**src/hdl/euc_pkg.sv**
```systemverilog
package euc_pkg;

    // ------------------------------------------------------------
    // register address and layout
    // ------------------------------------------------------------
    localparam logic [31:0] CTRL_REG_ADDR = 32'h0000_007D;
    localparam int BIT_PERF_CLEAR = 31;
    localparam int BIT_PERF_SHIFT_ACCUM = 22;
    localparam int BIT_PERF_EXEC_SEL_HI = 21;
    localparam int BIT_PERF_EXEC_SEL_LO = 19;
    localparam int BIT_PERF_SOURCE_HI = 18;
    localparam int BIT_PERF_SOURCE_LO = 17;
    localparam int BIT_PERF_ENABLE = 16;
    localparam int BIT_FLOAT_TEST = 13;
    localparam int BIT_TIMEOUT_MSB = 6;
    localparam int BIT_TIMEOUT_SHORT = 5;
    localparam int BIT_TIMEOUT_SEEN = 4;
    localparam int BIT_FLOAT_STAGE4 = 3;
    localparam int BIT_TIMEOUT_DISABLE = 2;
    localparam int BIT_FLOAT_ENABLE = 1;

    // ------------------------------------------------------------
    // reset values
    // ------------------------------------------------------------
    localparam logic RST_BIT = 1'b0;
    localparam logic [2:0] RST_EXEC_SEL = 3'h0;
    localparam logic [1:0] RST_SOURCE = 2'h0;
    localparam logic [31:0] RST_WORD = 32'h0000_0000;
    localparam logic [27:0] RST_COUNT = 28'h000_0000;

    // ------------------------------------------------------------
    // timing
    // ------------------------------------------------------------
    localparam longint unsigned CLK_PERIOD_NS = 64'h0000_0000_0000_0014;
    localparam longint unsigned TO_SHORT_NS = 64'h0000_0000_0000_C350;
    localparam longint unsigned TO_LONG_NS = 64'h0000_0000_B2D0_5E00;
    // "roughly" periods, so rounding down is acceptable
    localparam logic [27:0] TO_SHORT_CYCLES = 28'(TO_SHORT_NS / CLK_PERIOD_NS);
    localparam logic [27:0] TO_LONG_CYCLES_DEF = 28'(TO_LONG_NS / CLK_PERIOD_NS);

endpackage : euc_pkg

```
**src/hdl/euc_stall_timer.sv**
```systemverilog
`timescale 1ns/100ps

module euc_stall_timer
    import euc_pkg::*;
#(
    parameter logic [27:0] LONG_CYCLES = TO_LONG_CYCLES_DEF
) (
    // clock and reset
    input wire logic sys_clk_i,
    input wire logic rst_i,
    // control
    input wire logic enable_i,
    input wire logic short_sel_i,
    input wire logic stall_i,
    // status
    output logic base_msb_o,
    output logic timeout_o
);

    // ------------------------------------------------------------
    // base counter
    // ------------------------------------------------------------
    logic [27:0] cnt_q, cnt_d;
    logic stall_q, stall_d;
    logic msb_q, msb_d;
    logic to_q, to_d;
    logic [27:0] period;
    logic restart;
    logic at_end;

    always_comb begin
        period = short_sel_i ? TO_SHORT_CYCLES : LONG_CYCLES;
        stall_d = stall_i;
        // both edges of the stall restart the count, so a stall is timed from its start
        restart = stall_i != stall_q;
        // >= so that a shorter period chosen mid-count cannot be skipped over
        at_end = cnt_q >= (period - 28'h000_0001);
        if (!enable_i) begin
            cnt_d = RST_COUNT;
        end else if (restart || at_end) begin
            cnt_d = RST_COUNT;
        end else begin
            cnt_d = cnt_q + 28'h000_0001;
        end
        to_d = enable_i && stall_i && !restart && at_end;
        msb_d = enable_i && (cnt_d >= (period >> 1));
    end

    always_ff @(posedge sys_clk_i or posedge rst_i) begin
        if (rst_i) begin
            cnt_q <= RST_COUNT;
            stall_q <= RST_BIT;
            msb_q <= RST_BIT;
            to_q <= RST_BIT;
        end else begin
            cnt_q <= cnt_d;
            stall_q <= stall_d;
            msb_q <= msb_d;
            to_q <= to_d;
        end
    end

    assign base_msb_o = msb_q;
    assign timeout_o = to_q;

    // ------------------------------------------------------------
    // checks
    // ------------------------------------------------------------
    logic [27:0] run_q;

    always_ff @(posedge sys_clk_i or posedge rst_i) begin
        if (rst_i) begin
            run_q <= RST_COUNT;
        end else if (stall_i && enable_i && short_sel_i) begin
            run_q <= run_q + 28'h000_0001;
        end else begin
            run_q <= RST_COUNT;
        end
    end
endmodule : euc_stall_timer

```
**src/hdl/euc_ctrl_reg.sv**
```systemverilog
`timescale 1ns/100ps
//
// Contract
// - control register lives at processor register address 007D, read and write
// - writing one to bit 31 clears perf counters; reads as zero
// - bit 22 enables the perf shift-register accumulator test feature
// - bits 21:19 pick the counted execution-unit event
// - bits 18:17 pick the event source unit
// - bit 16 is the performance monitor enable
// - bit 13 puts the float unit in pass-through test mode
// - bit 6 reads the timeout base counter top bit
// - bit 5 picks about 50 us instead of about 3 s timeout
// - bit 4 sets on stall timeout, cleared by writing one
// - bit 3 enables float unit stage four bypass
// - bit 2 set disables stage three stall timeouts entirely
// - bit 1 enables the float unit

module euc_ctrl_reg
    import euc_pkg::*;
#(
    parameter logic [27:0] TIMEOUT_LONG_CYCLES = TO_LONG_CYCLES_DEF
) (
    // clock and reset
    input wire logic sys_clk_i,
    input wire logic rst_i,
    // processor register access
    input wire logic [31:0] reg_addr_i,
    input wire logic reg_wr_i,
    input wire logic reg_rd_i,
    input wire logic [31:0] reg_wdata_i,
    output logic [31:0] reg_rdata_o,
    output logic reg_ack_o,
    // pipeline status
    input wire logic stage_three_stall_i,
    // performance monitor controls
    output logic perf_counters_clear_o,
    output logic perf_shift_accum_enable_o,
    output logic [2:0] perf_exec_event_select_o,
    output logic [1:0] perf_source_select_o,
    output logic perf_monitor_enable_o,
    // float unit controls
    output logic float_unit_test_enable_o,
    output logic float_stage4_skip_enable_o,
    output logic float_unit_enable_o,
    // timeout status
    output logic timeout_seen_flag_o
);

    // ------------------------------------------------------------
    // address decode
    // ------------------------------------------------------------
    function automatic logic ctrl_hit(input logic [31:0] addr);
        ctrl_hit = addr == CTRL_REG_ADDR;
    endfunction : ctrl_hit

    // ------------------------------------------------------------
    // register fields
    // ------------------------------------------------------------
    logic clear_q, clear_d;
    logic accum_q, accum_d;
    logic [2:0] exec_sel_q, exec_sel_d;
    logic [1:0] source_q, source_d;
    logic perf_en_q, perf_en_d;
    logic ftest_q, ftest_d;
    logic short_q, short_d;
    logic seen_q, seen_d;
    logic fskip_q, fskip_d;
    logic to_dis_q, to_dis_d;
    logic fen_q, fen_d;
    logic [31:0] rdata_q, rdata_d;
    logic ack_q, ack_d;
    logic wr_hit;
    logic base_msb;
    logic timeout_pulse;

    always_comb begin
        wr_hit = reg_wr_i && ctrl_hit(reg_addr_i);
        accum_d = accum_q;
        exec_sel_d = exec_sel_q;
        source_d = source_q;
        perf_en_d = perf_en_q;
        ftest_d = ftest_q;
        short_d = short_q;
        fskip_d = fskip_q;
        to_dis_d = to_dis_q;
        fen_d = fen_q;
        if (wr_hit) begin
            accum_d = reg_wdata_i[BIT_PERF_SHIFT_ACCUM];
            exec_sel_d = reg_wdata_i[BIT_PERF_EXEC_SEL_HI:BIT_PERF_EXEC_SEL_LO];
            source_d = reg_wdata_i[BIT_PERF_SOURCE_HI:BIT_PERF_SOURCE_LO];
            perf_en_d = reg_wdata_i[BIT_PERF_ENABLE];
            ftest_d = reg_wdata_i[BIT_FLOAT_TEST];
            short_d = reg_wdata_i[BIT_TIMEOUT_SHORT];
            fskip_d = reg_wdata_i[BIT_FLOAT_STAGE4];
            // software is meant to keep this zero; a one is still honoured
            to_dis_d = reg_wdata_i[BIT_TIMEOUT_DISABLE];
            fen_d = reg_wdata_i[BIT_FLOAT_ENABLE];
        end
        // one-cycle pulse, never stored in the readable word
        clear_d = wr_hit && reg_wdata_i[BIT_PERF_CLEAR];
        // a new timeout wins over a write-one clear in the same cycle
        seen_d = timeout_pulse || (seen_q && !(wr_hit && reg_wdata_i[BIT_TIMEOUT_SEEN]));
        ack_d = reg_wr_i || reg_rd_i;
        rdata_d = RST_WORD;
        if (reg_rd_i && ctrl_hit(reg_addr_i)) begin
            rdata_d[BIT_PERF_SHIFT_ACCUM] = accum_q;
            rdata_d[BIT_PERF_EXEC_SEL_HI:BIT_PERF_EXEC_SEL_LO] = exec_sel_q;
            rdata_d[BIT_PERF_SOURCE_HI:BIT_PERF_SOURCE_LO] = source_q;
            rdata_d[BIT_PERF_ENABLE] = perf_en_q;
            rdata_d[BIT_FLOAT_TEST] = ftest_q;
            rdata_d[BIT_TIMEOUT_MSB] = base_msb;
            rdata_d[BIT_TIMEOUT_SHORT] = short_q;
            rdata_d[BIT_TIMEOUT_SEEN] = seen_q;
            rdata_d[BIT_FLOAT_STAGE4] = fskip_q;
            rdata_d[BIT_TIMEOUT_DISABLE] = to_dis_q;
            rdata_d[BIT_FLOAT_ENABLE] = fen_q;
        end
    end

    always_ff @(posedge sys_clk_i or posedge rst_i) begin
        if (rst_i) begin
            clear_q <= RST_BIT;
            accum_q <= RST_BIT;
            exec_sel_q <= RST_EXEC_SEL;
            source_q <= RST_SOURCE;
            perf_en_q <= RST_BIT;
            ftest_q <= RST_BIT;
            short_q <= RST_BIT;
            seen_q <= RST_BIT;
            fskip_q <= RST_BIT;
            to_dis_q <= RST_BIT;
            fen_q <= RST_BIT;
            rdata_q <= RST_WORD;
            ack_q <= RST_BIT;
        end else begin
            clear_q <= clear_d;
            accum_q <= accum_d;
            exec_sel_q <= exec_sel_d;
            source_q <= source_d;
            perf_en_q <= perf_en_d;
            ftest_q <= ftest_d;
            short_q <= short_d;
            seen_q <= seen_d;
            fskip_q <= fskip_d;
            to_dis_q <= to_dis_d;
            fen_q <= fen_d;
            rdata_q <= rdata_d;
            ack_q <= ack_d;
        end
    end

    // ------------------------------------------------------------
    // stall timeout
    // ------------------------------------------------------------
    euc_stall_timer #(
        .LONG_CYCLES(TIMEOUT_LONG_CYCLES)
    ) u_timer (
        .sys_clk_i(sys_clk_i),
        .rst_i(rst_i),
        .enable_i(!to_dis_q),
        .short_sel_i(short_q),
        .stall_i(stage_three_stall_i),
        .base_msb_o(base_msb),
        .timeout_o(timeout_pulse)
    );

    assign reg_rdata_o = rdata_q;
    assign reg_ack_o = ack_q;
    assign perf_counters_clear_o = clear_q;
    assign perf_shift_accum_enable_o = accum_q;
    assign perf_exec_event_select_o = exec_sel_q;
    assign perf_source_select_o = source_q;
    assign perf_monitor_enable_o = perf_en_q;
    assign float_unit_test_enable_o = ftest_q;
    assign float_stage4_skip_enable_o = fskip_q;
    assign float_unit_enable_o = fen_q;
    assign timeout_seen_flag_o = seen_q;
endmodule : euc_ctrl_reg

```
**config.mk**
```make
export PLATFORM = sky130hd
export DESIGN_NAME = euc_ctrl_reg
export DESIGN_NICKNAME = d
export VERILOG_FILES = /design/src/hdl/euc_pkg.sv /design/src/hdl/euc_stall_timer.sv /design/src/hdl/euc_ctrl_reg.sv
export SDC_FILE = /design/constraint.sdc
export NUM_CORES = 1
export LEC_CHECK = 0
export BUFFER_PORTS_ARGS = -buffer_cell sky130_fd_sc_hd__buf_4
export CORE_ASPECT_RATIO = 0.8
export CORE_UTILIZATION = 50
export CTS_CLUSTER_SIZE = 10
export DETAILED_ROUTE_END_ITERATION = 16
export PLACE_DENSITY = 0.79
export SLEW_MARGIN = 20
export SYNTH_ARGS = -nofsm -noshare
export SYNTH_HDL_FRONTEND = slang
export SYNTH_SLANG_ARGS = --single-unit
```
**constraint.sdc**
```tcl
create_clock -name sys_clk_i -period 7.1 [get_ports sys_clk_i]
set_input_delay 1.775 -clock sys_clk_i [delete_from_list [all_inputs] [get_ports sys_clk_i]]
set_output_delay 1.775 -clock sys_clk_i [all_outputs]
set_load 0.05 [all_outputs]
```
==> flow_metrics.tcl <==
set metrics [dict create \
    run_status "completed" \
    io_pins 114 \
    firstDrtPassIters 4 \
    growth_of_design_area_from_synthesis_to_finish_pct 23.2 \
    shortest_period_the_worst_path_allows_ns 4.91 \
    critical_path_sink "u_timer.base_msb_o" \
    critical_path_class "reg2reg" \
    chipWidth_um 95.2 \
    post_drt_wl_per_cell_um 15.7 \
    clk-insertion-delay-late_ns 0.35 \
    p_comb_share_pct 10.7 \
    max_cap_viol_count 0 \
    ys_seq_elements 60 \
    power.static_leakage_nw 2.19 \
    core_area_um2 6540 \
    totalWireLength_um 8070 \
    ys_async_sr_fraction_pct 100 \
    switching_power_uw 197 \
    clock_pin_slew_reported_for_the_worst_setup_and_hold_paths_after_clock_tree_synthesis_ns 0.07 \
    synth_edf_count 0 \
    whs_ns 0.425 \
    netlist_area_um2 3470 \
    rsz0062_at_grt "false" \
    route.detailed.vias_per_inst 5.50 \
    post_cts_resized 0 \
    timing_worst_slew_pin_value_ns 0.969 \
    post-route-drc-count 0 \
    cts_setup_buffers 0 \
    fp.dieArea_um2 7290 \
    clock-root-buffer "clkbuf_8" \
    internal_power_uw 573 \
    finalPower_uw 770 \
    track_usage_pct 23.9 \
    place.gp.congestion 0.839 \
    cp_data_arrival_time_ns 5.17 \
    slew_viol_final 0 \
    via_count 2827 \
    reg2reg_from "short_q" \
    antenna_left 0 \
    timing.reg2reg.setup_slack_ns 2.19 \
    layout.nets 520 \
    port-buffer-count 77 \
    reg2regPathDepth 15 \
    slew_headroom_pct 35.4 \
    grt_antenna_before_repair 0 \
    worst-path-max-fanout 26 \
    inserted_diodes 0 \
    htreeDepth 3 \
    grt_overflow 0 \
    first_global_vias 2790 \
    totalNegativeSetupSlack_ns 0 \
    setup_viol 0 \
    cts-buffers-inserted 9 \
    power_per_cell_area_nw_per_um2 180 \
    synth_cell_type_count 56 \
    power_switching_share_pct 25.6 \
    peakVddDrop_mv 0.111 \
    reg2reg_to "u_timer.base_msb_o" \
    cts.sinks 60 \
    timing.critical_path.from "short_q" \
    finalCritPeriodShare_pct 69.1 \
    hold_viol_final 0 \
    max_clock_freq_mhz 204 \
    synth_flop_cell "dfrtp_1" \
    synth_cells 344 \
    drt_iter0_drc 175 \
    yosysWarningCount 0 \
    clock_power_share_pct 43.8 \
    min-delay-path-class "reg2reg" \
    fp.dieH_um 76.5 \
    grt_max_degree 61 \
    timing.critical_path.to_type "register" \
    hpwl_um 5900 \
    initial_utilization_pct 53.1 \
    cts_tree "done" \
    cts_max_path_buffers 2 \
    power.share.sequential_pct 45.6 \
    row_count 26 \
    fin_skew_ns 0.00551 \
    grt_pass1_wl_um 13400 \
    drive_above_1_share_pct 27.2 \
    postSynthAreaPerCell_um2 10.1 \
    critPathLaunchType "register" \
    hold_buffers_post_cts 0 \
    worstPathRequired_ns 7.36 \
    postLayoutCoreUtil_pct 65.4 \
    synth-seq-area-share_pct 43.2 \
]
power groups by stage:
stage / clock network (mW) / registers (mW) / logic [mW]
finish: 0.337 / 0.351 / 0.0820
global route: 0.357 / 0.351 / 0.0895
CTS: 0.344 / 0.351 / 0.0825
detailed placement: 0 / 0.357 / 0.0819
global placement: 0 / 0.357 / 0.0806
floorplan: 0 / 0.358 / 0.0579
area by class of cell:
| cell class | count | area [µm²] |
|---|---|---|
| tap | 84 | 105 |
| sequential | 60 | 1500 |
| timing repair buffer | 79 | 593 |
| inverter | 4 | 15.0 |
| clock inverter | 7 | 91.3 |
| fill | 527 | 2260 |
| multi-input combinational | 271 | 1850 |
| clock buffer | 9 | 124 |
cell families after synthesis:
logic type / after synthesis / synth area share [%]
AOI/OAI and AO/OA: 39 / 7.64
buffers and inverters: 30 / 5.44
other: 1 / 0.108
DFF: 60 / 43.2
adders and majority gates: 26 / 9.37
xor gates and xnor gates: 27 / 6.81
and+or+nand+nor: 148 / 23.3
muxes: 13 / 4.14
synthesized netlist by cell type (8+ instances only):
library cell / instances / area share, %
xnor2_1: 8 / 2.0
buf_4: 19 / 4.1
xor2_1: 19 / 4.8
nor4_1: 9 / 1.6
ha_1: 26 / 9.4
nand2_1: 19 / 2.1
dfrtp_1: 60 / 43
o21ai_0: 9 / 1.3
mux2_2: 11 / 3.6
nor2_1: 42 / 4.5
nand3_1: 15 / 2.2
nand4_1: 11 / 2.0
and3_1: 20 / 3.6
worst min path at each step:
stage	startpoint	endpoint	slack, ns	cells past startpoint
final	u_timer.timeout_o	timeout_seen_flag_o	0.43	1
after global routing	u_timer.timeout_o	timeout_seen_flag_o	0.47	1
after global placement	u_timer.timeout_o	timeout_seen_flag_o	0.41	1
after detailed placement	u_timer.timeout_o	timeout_seen_flag_o	0.41	1
after CTS	u_timer.timeout_o	timeout_seen_flag_o	0.43	1
after floorplan	u_timer.timeout_o	timeout_seen_flag_o	0.40	1
through the flow:
stage | setup slack, ns | cell area [µm²] | std cells
2_1_floorplan | 2.77 | 3540 | 361
3_3_place_gp | 1.96 | 4060 | 498
3_5_place_dp | 1.91 | 4060 | 498
4_1_cts | 1.88 | 4280 | 514
5_1_grt | 1.83 | 4280 | 514
6_report | 2.19 | 4280 | 514
registers in the layout (all words and copies together) (netlist names):
register / flops
float_stage4_skip_enable_o: 1
float_unit_enable_o: 1
float_unit_test_enable_o: 1
perf_counters_clear_o: 1
perf_exec_event_select_o: 3
perf_monitor_enable_o: 1
perf_shift_accum_enable_o: 1
perf_source_select_o: 2
reg_ack_o: 1
reg_rdata_o: 14
short_q: 1
timeout_seen_flag_o: 1
to_dis_q: 1
u_timer.base_msb_o: 1
u_timer.cnt_q: 28
u_timer.stall_q: 1
u_timer.timeout_o: 1
layer usage:
metal | wire length [µm] | part of all wire (%) | up-vias | global-route usage [%]
met3 | 386 | 4.8 | 12 | 5.49
met5 | 0 | 0 | - | 0
met1 | 3730 | 46 | 1366 | 33.0
met2 | 3820 | 47 | 77 | 36.1
met4 | 130 | 1.6 | 0 | 9.09
li1 | - | - | 1372 | -
worst max-delay path, stage by stage, from the launching register on:
cell       delay (ns)
dfrtp_1          0.93
inv_1            0.28
ha_1             0.36
nand2_1          0.06
o211ai_1         0.18
a21oi_1          0.10
or4_1            0.59
nand2b_2         0.46
nor2_1           0.15
ha_1             0.37
nand3_1          0.12
a211o_1          0.24
a21o_1           0.17
a2111oi_0        0.49
nor4_1           0.13
o22ai_1          0.20
placed cells by master (no fill, tap or decap), types with 8 or more instances in the layout:
| cell | count |
|---|---|
| buf_4 | 79 |
| dfrtp_1 | 60 |
| nor2_1 | 42 |
| ha_1 | 26 |
| and3_1 | 20 |
| nand2_1 | 19 |
| xor2_1 | 19 |
| conb_1 | 18 |
| nand3_1 | 15 |
| nand4_1 | 11 |
| mux2_2 | 11 |
| nor4_1 | 9 |
| o21ai_0 | 9 |
| clkbuf_8 | 9 |
| xnor2_1 | 8 |
(Power assumes the default switching activity.)
